===== config.mk =====
export PLATFORM = sky130hd
export DESIGN_NAME = zone_address_and_mac_verify
export DESIGN_NICKNAME = d
export VERILOG_FILES = /design/src/include/zone_mac_pkg.sv /design/src/logic/zone_address_and_mac_verify.sv /design/src/logic/access_checker.sv /design/src/logic/mac_message_builder.sv
export VERILOG_INCLUDE_DIRS = /design/src /design/src/include
export SDC_FILE = /design/constraint.sdc
export NUM_CORES = 1
export LEC_CHECK = 0
export BUFFER_PORTS_ARGS = -buffer_cell sky130_fd_sc_hd__buf_2
export CAP_MARGIN = 20
export CORE_AREA = 3 3 652 654
export CTS_CLUSTER_SIZE = 16
export DETAILED_ROUTE_END_ITERATION = 8
export DIE_AREA = 0 0 655 657
export GPL_TIMING_DRIVEN = 0
export PLACE_DENSITY = 0.3
export SYNTH_ARGS = -nofsm -noshare
export SYNTH_HDL_FRONTEND = slang
export SYNTH_HIERARCHICAL = 1
export SYNTH_SLANG_ARGS = --single-unit
export TNS_END_PERCENT = 50

===== constraint.sdc =====
create_clock -name ref_clk -period 6.25 [get_ports ref_clk]
set_input_delay 1.25 -clock ref_clk [delete_from_list [all_inputs] [get_ports ref_clk]]
set_output_delay 1.25 -clock ref_clk [all_outputs]
set_load 0.1 [all_outputs]

===== src/include/zone_mac_regs.svh =====
`ifndef ZONE_MAC_REGS_SVH
`define ZONE_MAC_REGS_SVH

// Command opcodes
`define OPCODE_READ        8'h02
`define OPCODE_WRITE       8'h12
`define OPCODE_MAC_VERIFY  8'h28

// Zone selector values in the first parameter
`define ZONE_CONFIG        2'h0
`define ZONE_OTP           2'h1
`define ZONE_DATA          2'h2
`define ZONE_FIELD_MSB     1
`define SIZE_BLOCK_BIT     7

// Address byte field positions
`define OFFSET_MSB         2
`define BLOCK_LSB          3
`define DATA_BLOCK_MSB     6
`define CONFIG_BLOCK_MSB   4
`define OTP_BLOCK_MSB      3

// Legal block limits
`define DATA_BLOCK_MAX     4'hf
`define CONFIG_BLOCK_MAX   2'h2
`define OTP_BLOCK_MAX      1'h1

// Configuration word limits
`define CONFIG_READ_MAX    5'h10
`define CONFIG_WORD_ONLY   5'h0a
`define CONFIG_WRITE_MIN   5'h04
`define CONFIG_WRITE_MAX   5'h0f

// Verify mode bits
`define MODE_SECOND_SRC    0
`define MODE_FIRST_SRC     1
`define MODE_NONCE_FIXED   2
`define MODE_OTP_BYTES     5
`define MODE_ZERO_MASK     8'hd8
`define MODE_COPY_A        8'h01
`define MODE_COPY_B        8'h05

// Hash message layout (byte positions)
`define MSG_LEN            7'h58
`define MSG_CHAL_BASE      7'h20
`define MSG_AUX0_BASE      7'h40
`define MSG_OTP_BASE       7'h44
`define MSG_AUX4_BASE      7'h4c
`define MSG_SN8_POS        7'h4f
`define MSG_AUX7_BASE      7'h50
`define MSG_SN0_BASE       7'h54
`define MSG_AUX11_BASE     7'h56

// Verify result bytes
`define RESULT_MATCH       8'h00
`define RESULT_MISMATCH    8'h01

`endif


===== src/include/zone_mac_pkg.sv =====
package zone_mac_pkg;

  // One-time-programmable zone policy
  typedef enum logic [1:0] {
    OTP_READ_ONLY   = 2'h0,
    OTP_CONSUMPTION = 2'h1,
    OTP_LEGACY      = 2'h2
  } otp_policy_t;

  // Verify sequencer states
  typedef enum logic [2:0] {
    VFY_IDLE   = 3'b001,
    VFY_STREAM = 3'b010,
    VFY_WAIT   = 3'b100
  } verify_state_t;

endpackage


===== src/logic/zone_address_and_mac_verify.sv =====
`timescale 1ns/1ns
`default_nettype none
`include "zone_mac_regs.svh"

module zone_address_and_mac_verify (
  // Clock and reset
  input  wire logic         ref_clk,
  input  wire logic         rst,

  // Command from packet receiver
  input  wire logic         cmd_valid,
  output logic              cmd_ready,
  input  wire logic [7:0]   opcode,
  input  wire logic [7:0]   first_parameter,
  input  wire logic [15:0]  second_parameter,

  // Verify data field, held until verify_done
  input  wire logic [255:0] client_challenge,
  input  wire logic [255:0] client_response,
  input  wire logic [103:0] auxiliary_message_bytes,

  // Device state
  input  wire logic         config_lock_state,
  input  wire logic         value_lock_state,
  input  wire logic [1:0]   otp_policy,
  input  wire logic [15:0]  secret_slot_flag,
  input  wire logic [15:0]  encrypted_read_flag,
  input  wire logic [15:0]  slot_write_policy,
  input  wire logic [15:0]  read_key_zero,
  input  wire logic [15:0]  verify_source_bits,
  input  wire logic [255:0] scratch_digest,
  input  wire logic         scratch_digest_valid,
  input  wire logic         nonce_origin_flag,
  input  wire logic [63:0]  otp_bytes,
  input  wire logic [71:0]  serial_number_bytes,

  // Key slot fetch
  output logic [3:0]        key_slot,
  input  wire logic [255:0] key_bytes,

  // Memory access answer
  output logic              access_done,
  output logic              access_granted,
  output logic              access_error,
  output logic              access_write,
  output logic              access_block,
  output logic [1:0]        access_zone,
  output logic [6:0]        access_word,

  // Hash core
  output logic              sha_start,
  output logic [7:0]        sha_byte,
  output logic              sha_byte_valid,
  input  wire logic         sha_byte_ready,
  input  wire logic         sha_digest_valid,
  input  wire logic [255:0] sha_digest,

  // Verify answer
  output logic              verify_done,
  output logic              verify_error,
  output logic [7:0]        verify_result,
  output logic              copy_valid,
  output logic [3:0]        copy_slot
);

  // All registered state of the block
  typedef struct packed {
    // Sequencer position and latched verify command
    zone_mac_pkg::verify_state_t fsm;
    logic [6:0] idx;
    logic [7:0] mode;
    logic [3:0] slot;

    // Read and write answer
    logic       a_done;
    logic       a_grant;
    logic       a_err;
    logic       a_write;
    logic       a_block;
    logic [1:0] a_zone;
    logic [6:0] a_word;

    // Hash byte stream
    logic       s_start;
    logic [7:0] s_byte;
    logic       s_valid;

    // Verify answer and key copy
    logic       v_done;
    logic       v_err;
    logic [7:0] v_result;
    logic       c_valid;
    logic [3:0] c_slot;
  } state_t;

  // Registered state and its next value
  state_t     cur;
  state_t     next_cur;

  // Opcode decode
  logic       is_read;
  logic       is_write;
  logic       is_verify;

  // Checker and message builder results
  logic       chk_allowed;
  logic [6:0] chk_word;
  logic [7:0] msg_byte;

  // Verify mode decode and copy target
  logic [7:0] in_mode;
  logic       uses_scratch;
  logic       mode_bad;
  logic [3:0] target;

  // Policy and address checks for read and write
  // Combinational; its answer is registered in cur
  access_checker u_access_checker (
    .is_write            (is_write),
    .first_parameter     (first_parameter),
    .second_parameter    (second_parameter),
    .config_lock_state   (config_lock_state),
    .value_lock_state    (value_lock_state),
    .otp_policy          (otp_policy),
    .secret_slot_flag    (secret_slot_flag),
    .encrypted_read_flag (encrypted_read_flag),
    .slot_write_policy   (slot_write_policy),
    .allowed             (chk_allowed),
    .word_index          (chk_word)
  );

  // Hash message byte for the current stream position
  // Index and mode driven from registered state, so no loop through it
  mac_message_builder u_mac_message_builder (
    .byte_index              (cur.idx),
    .mode                    (cur.mode),
    .key_bytes               (key_bytes),
    .scratch_digest          (scratch_digest),
    .client_challenge        (client_challenge),
    .auxiliary_message_bytes (auxiliary_message_bytes),
    .otp_bytes               (otp_bytes),
    .serial_number_bytes     (serial_number_bytes),
    .msg_byte                (msg_byte)
  );

  // Command decode
  assign cmd_ready    = (cur.fsm == zone_mac_pkg::VFY_IDLE);
  assign is_read      = (opcode == `OPCODE_READ);
  assign is_write     = (opcode == `OPCODE_WRITE);
  assign is_verify    = (opcode == `OPCODE_MAC_VERIFY);

  // Verify mode: reserved bits, or scratch digest missing or of the wrong nonce origin
  assign in_mode      = first_parameter;
  assign uses_scratch = in_mode[`MODE_SECOND_SRC] | in_mode[`MODE_FIRST_SRC];
  assign mode_bad     = ((in_mode & `MODE_ZERO_MASK) != 8'h00) ||
                        (uses_scratch && (!scratch_digest_valid ||
                         in_mode[`MODE_NONCE_FIXED] != nonce_origin_flag));

  // Copy target from the latched slot selector
  assign target       = cur.slot[0] ? cur.slot : cur.slot + 4'h1;

  // Next state
  always_comb begin
    // Pulses fall back to low; everything else holds
    next_cur         = cur;
    next_cur.a_done  = 1'b0;
    next_cur.s_start = 1'b0;
    next_cur.v_done  = 1'b0;
    next_cur.c_valid = 1'b0;

    unique case (cur.fsm)
      zone_mac_pkg::VFY_IDLE: begin
        // Other opcodes are ignored and get no answer
        if (cmd_valid && (is_read || is_write)) begin
          // One-cycle answer; memory is only touched when granted
          // Word, zone and size are latched even when refused
          next_cur.a_done  = 1'b1;
          next_cur.a_grant = chk_allowed;
          next_cur.a_err   = !chk_allowed;
          next_cur.a_write = is_write;
          next_cur.a_block = first_parameter[`SIZE_BLOCK_BIT];
          next_cur.a_zone  = first_parameter[`ZONE_FIELD_MSB:0];
          next_cur.a_word  = chk_word;
        end else if (cmd_valid && is_verify) begin
          // Latch mode and slot, then refuse a bad mode at once
          next_cur.mode = in_mode;
          next_cur.slot = second_parameter[3:0];
          next_cur.idx  = 7'h00;
          if (mode_bad) begin
            next_cur.v_done   = 1'b1;
            next_cur.v_err    = 1'b1;
            next_cur.v_result = `RESULT_MISMATCH;
          end else begin
            next_cur.s_start = 1'b1;
            next_cur.fsm     = zone_mac_pkg::VFY_STREAM;
          end
        end
      end

      zone_mac_pkg::VFY_STREAM: begin
        // Feed message bytes with back-pressure from the hash core
        // A new byte loads only once the core has taken the last one
        if (!cur.s_valid || sha_byte_ready) begin
          if (cur.idx != `MSG_LEN) begin
            next_cur.s_byte  = msg_byte;
            next_cur.s_valid = 1'b1;
            next_cur.idx     = cur.idx + 7'h01;
          end else begin
            // Last byte taken: drop valid and wait for the digest
            next_cur.s_valid = 1'b0;
            next_cur.fsm     = zone_mac_pkg::VFY_WAIT;
          end
        end
      end

      zone_mac_pkg::VFY_WAIT: begin
        // Compare digest with the client response
        if (sha_digest_valid) begin
          next_cur.v_done = 1'b1;
          next_cur.v_err  = 1'b0;
          next_cur.fsm    = zone_mac_pkg::VFY_IDLE;
          if (sha_digest == client_response) begin
            next_cur.v_result = `RESULT_MATCH;
            // Copy needs the right mode, a zero read key and a matching source bit
            if ((cur.mode == `MODE_COPY_A || cur.mode == `MODE_COPY_B) && read_key_zero[target] &&
                verify_source_bits[target] == cur.mode[`MODE_NONCE_FIXED]) begin
              next_cur.c_valid = 1'b1;
              next_cur.c_slot  = target;
            end
          end else begin
            next_cur.v_result = `RESULT_MISMATCH;
          end
        end
      end

      // Illegal one-hot code returns to idle
      default: next_cur.fsm = zone_mac_pkg::VFY_IDLE;
    endcase
  end

  // State register
  // Asynchronous reset leaves the sequencer idle, every pulse low
  always_ff @(posedge ref_clk or posedge rst) begin
    if (rst) begin
      cur <= '{fsm: zone_mac_pkg::VFY_IDLE, default: '0};
    end else begin
      cur <= next_cur;
    end
  end

  // Key slot select
  assign key_slot       = cur.slot;

  // Read and write answer
  assign access_done    = cur.a_done;
  assign access_granted = cur.a_grant;
  assign access_error   = cur.a_err;
  assign access_write   = cur.a_write;
  assign access_block   = cur.a_block;
  assign access_zone    = cur.a_zone;
  assign access_word    = cur.a_word;

  // Hash byte stream
  assign sha_start      = cur.s_start;
  assign sha_byte       = cur.s_byte;
  assign sha_byte_valid = cur.s_valid;

  // Verify result and key copy
  assign verify_done    = cur.v_done;
  assign verify_error   = cur.v_err;
  assign verify_result  = cur.v_result;
  assign copy_valid     = cur.c_valid;
  assign copy_slot      = cur.c_slot;

endmodule
`default_nettype wire


===== src/logic/access_checker.sv =====
`timescale 1ns/1ns
`default_nettype none
`include "zone_mac_regs.svh"

module access_checker (
  // Request
  input  wire logic        is_write,
  input  wire logic [7:0]  first_parameter,
  input  wire logic [15:0] second_parameter,
  // Lock and policy state
  input  wire logic        config_lock_state,
  input  wire logic        value_lock_state,
  input  wire logic [1:0]  otp_policy,
  input  wire logic [15:0] secret_slot_flag,
  input  wire logic [15:0] encrypted_read_flag,
  input  wire logic [15:0] slot_write_policy,
  // Decoded result
  output logic             allowed,
  output logic [6:0]       word_index
);

  logic [1:0] zone;
  logic       blk_mode;
  logic [2:0] offset;
  logic [3:0] blk;
  logic [4:0] cfg_word;
  logic [7:0] addr;

  // Zone, address and policy checks
  always_comb begin
    addr       = second_parameter[7:0];
    zone       = first_parameter[`ZONE_FIELD_MSB:0];
    blk_mode   = first_parameter[`SIZE_BLOCK_BIT];
    offset     = addr[`OFFSET_MSB:0];
    blk        = addr[`DATA_BLOCK_MSB:`BLOCK_LSB];
    cfg_word   = {blk[1:0], offset};
    word_index = {blk, offset};
    allowed    = 1'b0;
    // Unused first-parameter bits, address high byte and bit 7 must be zero
    if (first_parameter[6:2] == 5'h00 && second_parameter[15:8] == 8'h00 && !addr[7]) begin
      unique case (zone)
        `ZONE_CONFIG: begin
          if (addr[6:5] == 2'h0 && blk[1:0] <= `CONFIG_BLOCK_MAX) begin
            if (!is_write) begin
              allowed = blk_mode ? (blk[1:0] != 2'h2)
                                 : (cfg_word <= `CONFIG_READ_MAX);
            end else if (!config_lock_state) begin
              allowed = blk_mode ? (blk[1:0] == 2'h1)
                                 : (cfg_word >= `CONFIG_WRITE_MIN && cfg_word <= `CONFIG_WRITE_MAX);
            end
          end
        end
        `ZONE_OTP: begin
          if (addr[6:4] == 3'h0) begin
            if (!is_write) begin
              allowed = value_lock_state && (otp_policy != 2'(zone_mac_pkg::OTP_LEGACY));
            end else if (config_lock_state) begin
              allowed = !value_lock_state || (otp_policy == 2'(zone_mac_pkg::OTP_CONSUMPTION));
            end
          end
        end
        `ZONE_DATA: begin
          // Every slot and offset reachable; secrecy limits word access
          if (!is_write) begin
            allowed = value_lock_state && !(secret_slot_flag[blk] && !encrypted_read_flag[blk])
                      && (blk_mode || !secret_slot_flag[blk]);
          end else if (config_lock_state) begin
            allowed = (!value_lock_state || slot_write_policy[blk])
                      && (blk_mode || !secret_slot_flag[blk]);
          end
        end
        default: allowed = 1'b0;
      endcase
    end
  end

endmodule
`default_nettype wire


===== src/logic/mac_message_builder.sv =====
`timescale 1ns/1ns
`default_nettype none
`include "zone_mac_regs.svh"

module mac_message_builder (
  // Selection
  input  wire logic [6:0]   byte_index,
  input  wire logic [7:0]   mode,
  // Message sources
  input  wire logic [255:0] key_bytes,
  input  wire logic [255:0] scratch_digest,
  input  wire logic [255:0] client_challenge,
  input  wire logic [103:0] auxiliary_message_bytes,
  input  wire logic [63:0]  otp_bytes,
  input  wire logic [71:0]  serial_number_bytes,
  // Selected byte
  output logic [7:0]        msg_byte
);

  logic [4:0] rel;

  // Byte mux following the hash message layout
  always_comb begin
    rel      = byte_index[4:0];
    msg_byte = 8'h00;
    if (byte_index < `MSG_CHAL_BASE) begin
      msg_byte = mode[`MODE_FIRST_SRC] ? scratch_digest[8*rel +: 8] : key_bytes[8*rel +: 8];
    end else if (byte_index < `MSG_AUX0_BASE) begin
      msg_byte = mode[`MODE_SECOND_SRC] ? scratch_digest[8*rel +: 8] : client_challenge[8*rel +: 8];
    end else if (byte_index < `MSG_OTP_BASE) begin
      msg_byte = auxiliary_message_bytes[8*(byte_index - `MSG_AUX0_BASE) +: 8];
    end else if (byte_index < `MSG_AUX4_BASE) begin
      msg_byte = mode[`MODE_OTP_BYTES] ? otp_bytes[8*(byte_index - `MSG_OTP_BASE) +: 8] : 8'h00;
    end else if (byte_index < `MSG_SN8_POS) begin
      msg_byte = auxiliary_message_bytes[8*(byte_index - `MSG_AUX4_BASE + 7'h04) +: 8];
    end else if (byte_index == `MSG_SN8_POS) begin
      msg_byte = serial_number_bytes[71:64];
    end else if (byte_index < `MSG_SN0_BASE) begin
      msg_byte = auxiliary_message_bytes[8*(byte_index - `MSG_AUX7_BASE + 7'h07) +: 8];
    end else if (byte_index < `MSG_AUX11_BASE) begin
      msg_byte = serial_number_bytes[8*(byte_index - `MSG_SN0_BASE) +: 8];
    end else if (byte_index < `MSG_LEN) begin
      msg_byte = auxiliary_message_bytes[8*(byte_index - `MSG_AUX11_BASE + 7'h0b) +: 8];
    end
  end

endmodule
`default_nettype wire


---- Word-level counts from Yosys, hierarchy flattened ----
Cells that the tools add are included.
Widths: inputs -> output; s select.
operators by class
  $add $sub $neg .......................... 11
  multipliers ............................. 0
  divide/modulo/power cells ............... 0
  $lt $le $gt $ge ......................... 14
  equal/unequal tests ..................... 27
  shifts and indexed selects .............. 9
  mux-type cells .......................... 59
  bitwise gates (word level) .............. 2
  reduce and logical (&&, ||, !) cells .... 46
operator list
  kind                   number
  $shiftx 256x9->8       3
  $shiftx 104x33->8      4
  $eq 256x256->1         1
  $mux 8                 12
  $shiftx 72x33->8       1
  $shiftx 64x33->8       1
  $add 29x3->29 const B  2
  $lt 7x7->1 const B     7
  $sub 7x7->8 const B    6
  $mux 22                2
  $mux 10                4
  $mux 15                2
  $add 29x4->29 const B  1
  $mux 1                 21
  $bmux 1 s4             5
  $pmux 10 s2            1
  $ne 2x2->1 const B     8
  $mux 5                 3
  $logic_and 1x1->1      14
  $mux 14                1
  $pmux 7 s2             1
  $lt 4x5->1 const B     2
  $reduce_and 5->1       2
  $mux 3                 3
  other kinds (40)       61
word-level totals
  bits in registers ....................... 61
  latch bits .............................. 0
  RAM bits ................................ 0
  ROM bits ................................ 0
  input port bits ......................... 1,643
  output and inout bits ................... 44
  logic and storage cells ................. 187
  memories ................................ 0

---- Depth between registers and ports, before layout ----
Gate-level depths: netlist (run 1).
  depth in word-level cells ............... 13
  depth in mapped cells ................... 18
  mapped depth without buffers ............ 10

---- Hierarchy ----
Netlist (run 1), hierarchy kept.
by module, submodules not included
  module                       instances  cells each  area an instance (µm²)  sequential area each (µm²)
  mac_message_builder          1          1,134       11,557.3                0.0
  zone_address_and_mac_verify  1          588         5,479.0                 1,352.5
  access_checker               1          63          674.4                   0.0

---- Worst setup path before layout (run 1) ----
OpenSTA, ideal clock, no wires.
  path kind ............................... register -> register
  start ................................... register cur[52] (netlist bit)
  end ..................................... register cur (netlist bit sha_byte[2])
  setup time .............................. 0.127 ns
  arrival time ............................ 4.419 ns
  data required time ...................... 6.123 ns
  slack ................................... 1.703 ns
  cell stages (with the launch flop) ...... 16
  buffers on the path ..................... 7
  clock period less this slack ............ 4.547 ns
  path through ............................ dfrtp_1 > buf_4 > buf_4 > buf_2 > buf_2 > buf_2 > inv_1 > ha_1 > clkbuf_1 > buf_2 > mux4_1 > mux4_2 > a221oi_2 > o22ai_1 > a211o_1 > mux2_1
on the way
  word-level cells in the longest chain between the ends .. 12
  elaborated cells on any way between the ends .. 41
  classes of those cells .................. add/sub (9); order compare (8); eq/ne (2); shift (9); mux (12); reduce/logical (1)
ends and longest elaborated chain
  what                    RTL line                            source
  start, declared         zone_address_and_mac_verify.sv:97   state_t cur;
  start signal, assigned  zone_address_and_mac_verify.sv:247  cur <= next_cur;
  $sub 7x7->8 (no line)   -
  $add 29x4->29           mac_message_builder.sv:43           msg_byte = auxiliary_message_bytes[8*(byte_index - `MSG_AUX11_BASE + 7'h0b) +: 8];
  $shiftx 104x33->8       mac_message_builder.sv:43
  $mux 8                  mac_message_builder.sv:42           end else if (byte_index < `MSG_LEN) begin
  $mux 8                  mac_message_builder.sv:40           end else if (byte_index < `MSG_AUX11_BASE) begin
  $mux 8                  mac_message_builder.sv:38           end else if (byte_index < `MSG_SN0_BASE) begin
  $mux 8                  mac_message_builder.sv:36           end else if (byte_index == `MSG_SN8_POS) begin
  $mux 8                  mac_message_builder.sv:34           end else if (byte_index < `MSG_SN8_POS) begin
  $mux 8                  mac_message_builder.sv:32           end else if (byte_index < `MSG_AUX4_BASE) begin
  $mux 8                  mac_message_builder.sv:30           end else if (byte_index < `MSG_OTP_BASE) begin
  $mux 8                  mac_message_builder.sv:28           end else if (byte_index < `MSG_AUX0_BASE) begin
  $mux 8 (*)              mac_message_builder.sv:26           if (byte_index < `MSG_CHAL_BASE) begin
  via msg_byte[2]         zone_address_and_mac_verify.sv:108  logic [7:0] msg_byte;
Mark *: on every way through the listed nets, which the timed path passes. The rest lies on a longest branch.
A chain may end at the register's enable or synchronous reset.

---- Final worst setup path (run 1) ----
  start ................................... register cur[52] (netlist bit)
  end ..................................... register cur (netlist bit sha_byte[6])
The elaborated chain is that of the path after synthesis.

==> run metrics, run 1 <==
status finished, final reports clean; Syn-to-layout area delta 93.8%; maximum VDD drop 195 uV; antenna-violating nets left 0; Critical Path Fanout Max 10; Mapped Cells 1,785; WHS 0.477 ns; Synth area leaders mux4_2 29%, xor2_1 13%, mux2i_1 7.9%; GP Congestion approximately 0.97; endpoints failing hold 0; pwr dens 403 nW/um^2; Mapped Avg Cell Area 9.92 um^2; Yosys top cell area share 29.0%; gr ovfl total 0; leading area contributor after synthesis mux4_2; CP arrival 6.34 ns; die area 430,000 um^2; CTS H-tree depth 2; post-layout min period 6.14 ns; WL final between 300,000 and 400,000 um; die height 657 um; number of port buffers 1,663; core box area 420,000 um^2; setup violators final 0; Clk pin slew, worst setup/hold paths 0.08 ns; CP endpoint kind register; count leader, synth xor2_1; Mapped Area 17,700 um^2; Design Power 13.8 mW; Top FF cell, synth dfrtp_1; Inserted Clock Buffers 5; RSZ-0062 raised after global routing false; CP delay by family, top buffers and inverters; Post-route DRC 0; static leakage about 14 nW; hold path startpoint copy_slot[0]$_DFFE_PP0P_; clock tree from TritonCTS done; Root Buffer clkbuf_16; WL/cell 39.0 um; final net count just over 5,000; worst reg-to-reg setup slack 0.11 ns; hold depth 1; vias in the first global route 27,900; Hold EP copy_slot[0]$_DFFE_PP0P_; clock sink count 54; Starting Density 4.22%; Vias/cell 2.99; actual slew at the worst max-slew pin 1.37 ns; # IOs 1,687; r2r startpoint cur[52]$_DFFE_PP0P_; clk_skew 0.0104 ns; Max-Slew Margin vs Limit 5.89%; hold_buf cts 0; FF+latch count, synth between 50 and 60; final worst setup slack around 0.11 ns; FMAX 163 MHz; Pre-Repair DR Iteration Count 5; EDFF count, synth 0; clk_lat worst skew 0.32 ns; critical-path cell list buf_4 -> buf_6 -> buf_8 -> buf_6 -> buf_8 -> clkinvlp_4 -> buf_4 -> ha_1 -> xnor2_2 -> buf_2 -> clkbuf_4 -> a21oi_1 -> a31oi_2 -> o21ai_0 -> o211ai_1 -> a31oi_1 -> or4b_1 -> mux2_1; path type of the worst min-delay path register to register; post-synthesis cell type count 94; slowest cell on the critical path or4b_1; max-cap viol count 0; first-pass GRT wire length 417,000 um; Iter 0 DRT Violations 2,224; largest net degree at the start of global routing 33; Placement Setup Slack -3.01 ns; critical path class register to register; CP max stage delay 0.71 ns; initial antenna violation count 443; Critical Path Source Type register; R2R cell count 18; Die X roughly 660 um; row cnt 238; max-slew violations 0; Tot GR Track Use 15.9%; Worst Setup SP cur[52]$_DFFE_PP0P_; Synth warnings 6; worst r2r dst sha_byte[6]$_DFFE_PP0P_; commonest cells in the netlist 259 x xor2_1, 228 x mux4_2, 164 x nand2_1, 140 x mux2i_1, 80 x nor4_1; Final Cycle Share between 90% and 100%; DP HPWL 328,000 um; layout cells sized above 1 approximately three fifths; DR vias 27,400; Seq/Total Area, Yosys 7.64%; worst endpoint required time 6.45 ns; CTS Buffer Depth 2; Async SR Flop Fraction between 90% and 100%; CP Buf/Inv Count 9
[worst max path at each step]
stage	cells after the start	slack, ns	to
CTS	17	0.04	sha_byte[1]$_DFFE_PP0P_
detailed placement	16	-3.01	sha_byte[1]$_DFFE_PP0P_
global route	17	0.0009	sha_byte[1]$_DFFE_PP0P_
finish	18	0.11	sha_byte[6]$_DFFE_PP0P_
global placement	15	-3.42	sha_byte[6]$_DFFE_PP0P_
floorplan	15	1.70	sha_byte[2]$_DFFE_PP0P_
[layer usage]
layer / global-route usage, % / vias to the layer above / routed length (um)
li1: - / 10800 / -
met1: 14.8 / 13400 / 113000
met2: 32.8 / 2113 / 202000
met3: 3.38 / 926 / 22600
met4: 6.03 / 172 / 19100
met5: 0 / - / 1190
[per-stage QoR]
step / setup TNS [ns] / utilization [%] / cells / instance area [um^2]
after floorplan: 0 / - / 1791 / 17700
after global placement: -24.96 / 7.85 / 8974 / 33000
after detailed placement: -22.49 / 8.02 / 9010 / 33700
after CTS: 0 / 8.09 / 9019 / 34000
after global routing: 0 / 8.15 / 9116 / 34200
final: 0 / 8.18 / 9156 / 34300
[layout by cell type (no fill, tap or decap), types with 12 or more instances in the layout]
master       n
a211oi_1    23
a21oi_1     58
a221oi_1    24
a22oi_1     46
a31oi_1     13
and2_1      12
and3_1      17
buf_12      12
buf_2     1710
buf_4       80
buf_6       25
clkbuf_1    14
dfrtp_1     51
diode_2    136
ha_1        16
inv_1       14
mux2_1      20
mux2_2      12
mux2i_1    140
mux4_1      27
mux4_2     228
nand2_1    163
nand2b_1    17
nand3_1     36
nand4_1     24
nor2_1      38
nor2b_1     21
nor3_1      19
nor4_1      79
o211ai_1    14
o21ai_0     53
o22ai_1     12
xor2_1     259
[flip-flops by register name, indices dropped and copies added, names as in the netlist]
name and cells:
copy_slot 4, sha_start 1, copy_valid 1, key_slot 4
sha_byte 8, sha_byte_valid 1, verify_done 1, access_write 1
access_block 1, access_granted 1, verify_result 1, access_word 7
access_error 1, access_done 1, access_zone 2, verify_error 1
cur 18
[power breakdown]
| part | internal (mW) | total (mW) | switching (mW) |
|---|---|---|---|
| Sequential | 0.410 | 0.532 | 0.122 |
| Clock | 0.154 | 0.323 | 0.169 |
| Combinational | 3.93 | 13.0 | 9.04 |
| Total | 4.49 | 13.8 | 9.33 |
[what timing repair did]
action / in CTS / in global routing
endpoints found under the setup margin: 8 / 0
endpoints found under the hold margin: 0 / 0
resized for setup: 48 / 0
buffers inserted: 4 / 0
[layout make-up]
cell class              instances  area, um^2
plain buffers                 172        1230
multi-input cells            1543       15300
clock inverters                 3        28.8
flip-flops and latches         54        1360
repair buffers               1704        8940
fillers                     49500      386000
inverters                      19        78.8
clock buffers                   5         125
well taps                    5520        6910
diodes                        136         340
[kinds of logic (layout without fill, tap and decap cells)]
family	after synthesis	count (layout)	synth area share, %
AO/OA/AOI/OAI	337	337	13.6
XOR/XNOR	272	272	13.5
adder cells (fa/ha/maj)	17	17	1.20
buffers and inverters	194	1903	6.78
flip-flops	54	54	7.64
multiplexers	427	427	42.9
other	1	143	0.0212
AND/OR/NAND/NOR	483	483	14.3
Note: power is estimated with default switching activity, not from simulation.
==> run 2: changes to the inputs <==
--- a/config.mk
+++ b/config.mk
@@ -8,10 +8,10 @@
 export LEC_CHECK = 0
 export BUFFER_PORTS_ARGS = -buffer_cell sky130_fd_sc_hd__buf_2
 export CAP_MARGIN = 20
-export CORE_AREA = 3 3 652 654
+export CORE_AREA = 2 2 651 653
 export CTS_CLUSTER_SIZE = 16
 export DETAILED_ROUTE_END_ITERATION = 8
-export DIE_AREA = 0 0 655 657
+export DIE_AREA = 0 0 653 655
 export GPL_TIMING_DRIVEN = 0
 export PLACE_DENSITY = 0.3
 export SYNTH_ARGS = -nofsm -noshare
==> run metrics, run 2 (synthesized netlist as in run 1, its figures left out) <==
utilization after layout 8.18% (about the same); CP arrival 6.40 ns (was 6.34 ns); pwr dens 400 nW/um^2 (was 403 nW/um^2); WL/cell 39.0 um (about the same); fillers 49,600 (was 49,500); Pre-Repair DR Iteration Count 5 (unchanged); clock tree from TritonCTS done (unchanged); setup violators final 0 (unchanged); final net count 5,167 (was 5,159); die area 428,000 um^2 (was 430,000 um^2); Iter 0 DRT Violations 2,161 (was 2,224); Gate power share 93.6% (was 93.8%); Starting Density 4.20% (was 4.22%); clk_lat worst skew 0.31 ns (was 0.32 ns); Non-Filler Instances 9,188 (was 9,156); antenna-violating nets left 0 (unchanged); max-slew violations 0 (unchanged); slowest cell on the critical path o2111ai_1 (was or4b_1); Max-Slew Margin vs Limit 23.7% (was 5.89%); RSZ-0062 raised after global routing true (was false); Seq pwr share 3.9% (was 3.8%); Clk pin slew, worst setup/hold paths 0.08 ns (about the same); worst reg-to-reg setup slack 0.04 ns (was 0.11 ns); first-pass GRT wire length 414,000 um (was 417,000 um); Tot GR Track Use 16.0% (was 15.9%); static leakage 13.8 nW (was 13.7 nW); Placement Setup Slack -3.03 ns (was -3.01 ns); CP delay by family, top buffers and inverters (unchanged); vias in the first global route 27,000 (was 27,900); WL final 358,000 um (was 357,000 um); Biggest register cur (unchanged); critical path class register to register (unchanged); Post-route DRC 0 (unchanged); WHS 0.491 ns (was 0.477 ns); Root Buffer clkbuf_16 (unchanged); CP max stage delay 0.80 ns (was 0.71 ns); hold_buf cts 0 (unchanged); core box area 422,000 um^2 (was 420,000 um^2); max reg flops 18 (unchanged); Critical Path Source Type register (unchanged); number of port buffers 1,663 (unchanged); actual slew at the worst max-slew pin 1.14 ns (was 1.37 ns); row cnt 239 (was 238); DR vias 27,200 (was 27,400); Critical Path Fanout Max 10 (unchanged); commonest non-fill, non-tap cells in the layout 1,705 x buf_2, 258 x xor2_1, 228 x mux4_2 (was 1,710 x buf_2, 259 x xor2_1, 228 x mux4_2); max-cap viol count 0 (unchanged); initial antenna violation count 446 (was 443); cell-internal power 4.55 mW (was 4.49 mW); endpoints failing hold 0 (unchanged); GP Congestion 0.983 (was 0.972); post-layout min period 6.21 ns (was 6.14 ns); gr ovfl total 0 (unchanged); CP Buf/Inv Count 8 (was 9); final worst setup slack 0.0385 ns (was 0.113 ns); Die X 653 um (was 655 um); CP endpoint kind register (unchanged); maximum VDD drop 194 uV (was 195 uV); clk_skew 0.00963 ns (was 0.0104 ns); commonest non-fill, non-tap cell in the layout buf_2 (unchanged); Vias/cell 2.96 (was 2.99); path type of the worst min-delay path register to register (unchanged); largest net degree at the start of global routing 39 (was 33); worst endpoint required time 6.44 ns (was 6.45 ns); CTS H-tree depth 2 (unchanged); switch share 67.0% (was 67.5%); status finished, final reports clean (unchanged); Syn-to-layout area delta 94.8% (was 93.8%); Design Power 13.8 mW (about the same); Placed Cells 9,040 (was 9,010); FMAX 161 MHz (was 163 MHz); clock sink count 54 (unchanged); # IOs 1,687 (unchanged); CTS Buffer Depth 2 (unchanged); Net Sw Power 9.25 mW (was 9.33 mW); Final Cycle Share 99.4% (was 98.2%); clock share of power 2.5% (was 2.3%); DP HPWL 330,000 um (was 328,000 um); critical-path cell list buf_4 -> buf_6 -> buf_8 -> buf_6 -> buf_8 -> clkinvlp_4 -> buf_4 -> ha_1 -> a21boi_4 -> buf_12 -> o21a_1 -> o2111ai_1 -> a211o_1 -> a31oi_1 -> or4_1 -> a211o_1 -> mux2_1 (was buf_4 -> buf_6 -> buf_8 -> buf_6 -> buf_8 -> clkinvlp_4 -> buf_4 -> ha_1 -> xnor2_2 -> buf_2 -> clkbuf_4 -> a21oi_1 -> a31oi_2 -> o21ai_0 -> o211ai_1 -> a31oi_1 -> or4b_1 -> mux2_1); Inserted Clock Buffers 5 (unchanged); layout cells sized above 1 62.0% (was 61.8%); die height 655 um (was 657 um)
## run 2: power by group through the flow
stage / clock network, mW / logic (mW) / registers, mW
6_report: 0.348 / 12.9 / 0.537
4_1_cts: 0.356 / 13.4 / 0.541
3_5_place_dp: 0 / 13.2 / 0.546
5_1_grt: 0.369 / 13.4 / 0.546
2_1_floorplan: 0 / 5.32 / 0.521
3_3_place_gp: 0 / 12.8 / 0.551
## run 2: per-stage QoR
stage | TNS [ns] | area, um^2
2_1_floorplan | 0 | 17700
5_1_grt | -0.0233 | 34400
4_1_cts | 0 | 34100
3_3_place_gp | -27.66 | 33000
6_report | 0 | 34500
3_5_place_dp | -21.68 | 33800
## run 2: final cells by class
| class | count | area, um^2 | area share, % |
|---|---|---|---|
| inverters | 19 | 76.3 | 0.221 |
| clock inverters | 3 | 48.8 | 0.141 |
| plain buffers | 173 | 1250 | 3.62 |
| flip-flops and latches | 54 | 1360 | 3.93 |
| multi-input cells | 1543 | 15400 | 44.6 |
| diodes | 137 | 343 | 0.994 |
| clock buffers | 5 | 125 | 0.363 |
| well taps | 5543 | 6940 | 20.1 |
| repair buffers | 1711 | 9000 | 26.1 |
## run 2: repair_timing
action | in CTS | in global routing
resized for setup | 59 | 4
endpoints found under the setup margin | 8 | 4
pin swaps | 1 | 0
setup buffers | 3 | 2
## run 2: layer usage
metal / share of wire [%] / track usage, %
met3: 6.2 / 3.43
met4: 5.0 / 5.22
met5: 0.33 / 0
met2: 58 / 33.8
met1: 31 / 14.6
## run 2: final timing paths
| kind | startpoint | to | cells after the start |
|---|---|---|---|
| max in group asynchronous | rst | cur[58]$_DFFE_PP1P_ | 3 |
| setup reg to reg | cur[52]$_DFFE_PP0P_ | sha_byte[0]$_DFFE_PP0P_ | 17 |
| setup / recovery | cur[52]$_DFFE_PP0P_ | sha_byte[0]$_DFFE_PP0P_ | 17 |
| hold reg to reg | access_word[6]$_DFFE_PP0P_ | access_word[6]$_DFFE_PP0P_ | 2 |
| min in group asynchronous | rst | access_word[2]$_DFFE_PP0P_ | 2 |
| hold / removal | access_word[6]$_DFFE_PP0P_ | access_word[6]$_DFFE_PP0P_ | 2 |
## run 2: worst reg2reg max path: stages, from the launching register on
cell	delay (ns)
dfrtp_2	0.53
buf_4	0.31
buf_6	0.30
buf_8	0.37
buf_6	0.30
buf_8	0.34
clkinvlp_4	0.32
buf_4	0.24
ha_1	0.28
a21boi_4	0.21
buf_12	0.16
o21a_1	0.19
o2111ai_1	0.80
a211o_1	0.18
a31oi_1	0.05
or4_1	0.69
a211o_1	0.46
mux2_1	0.37
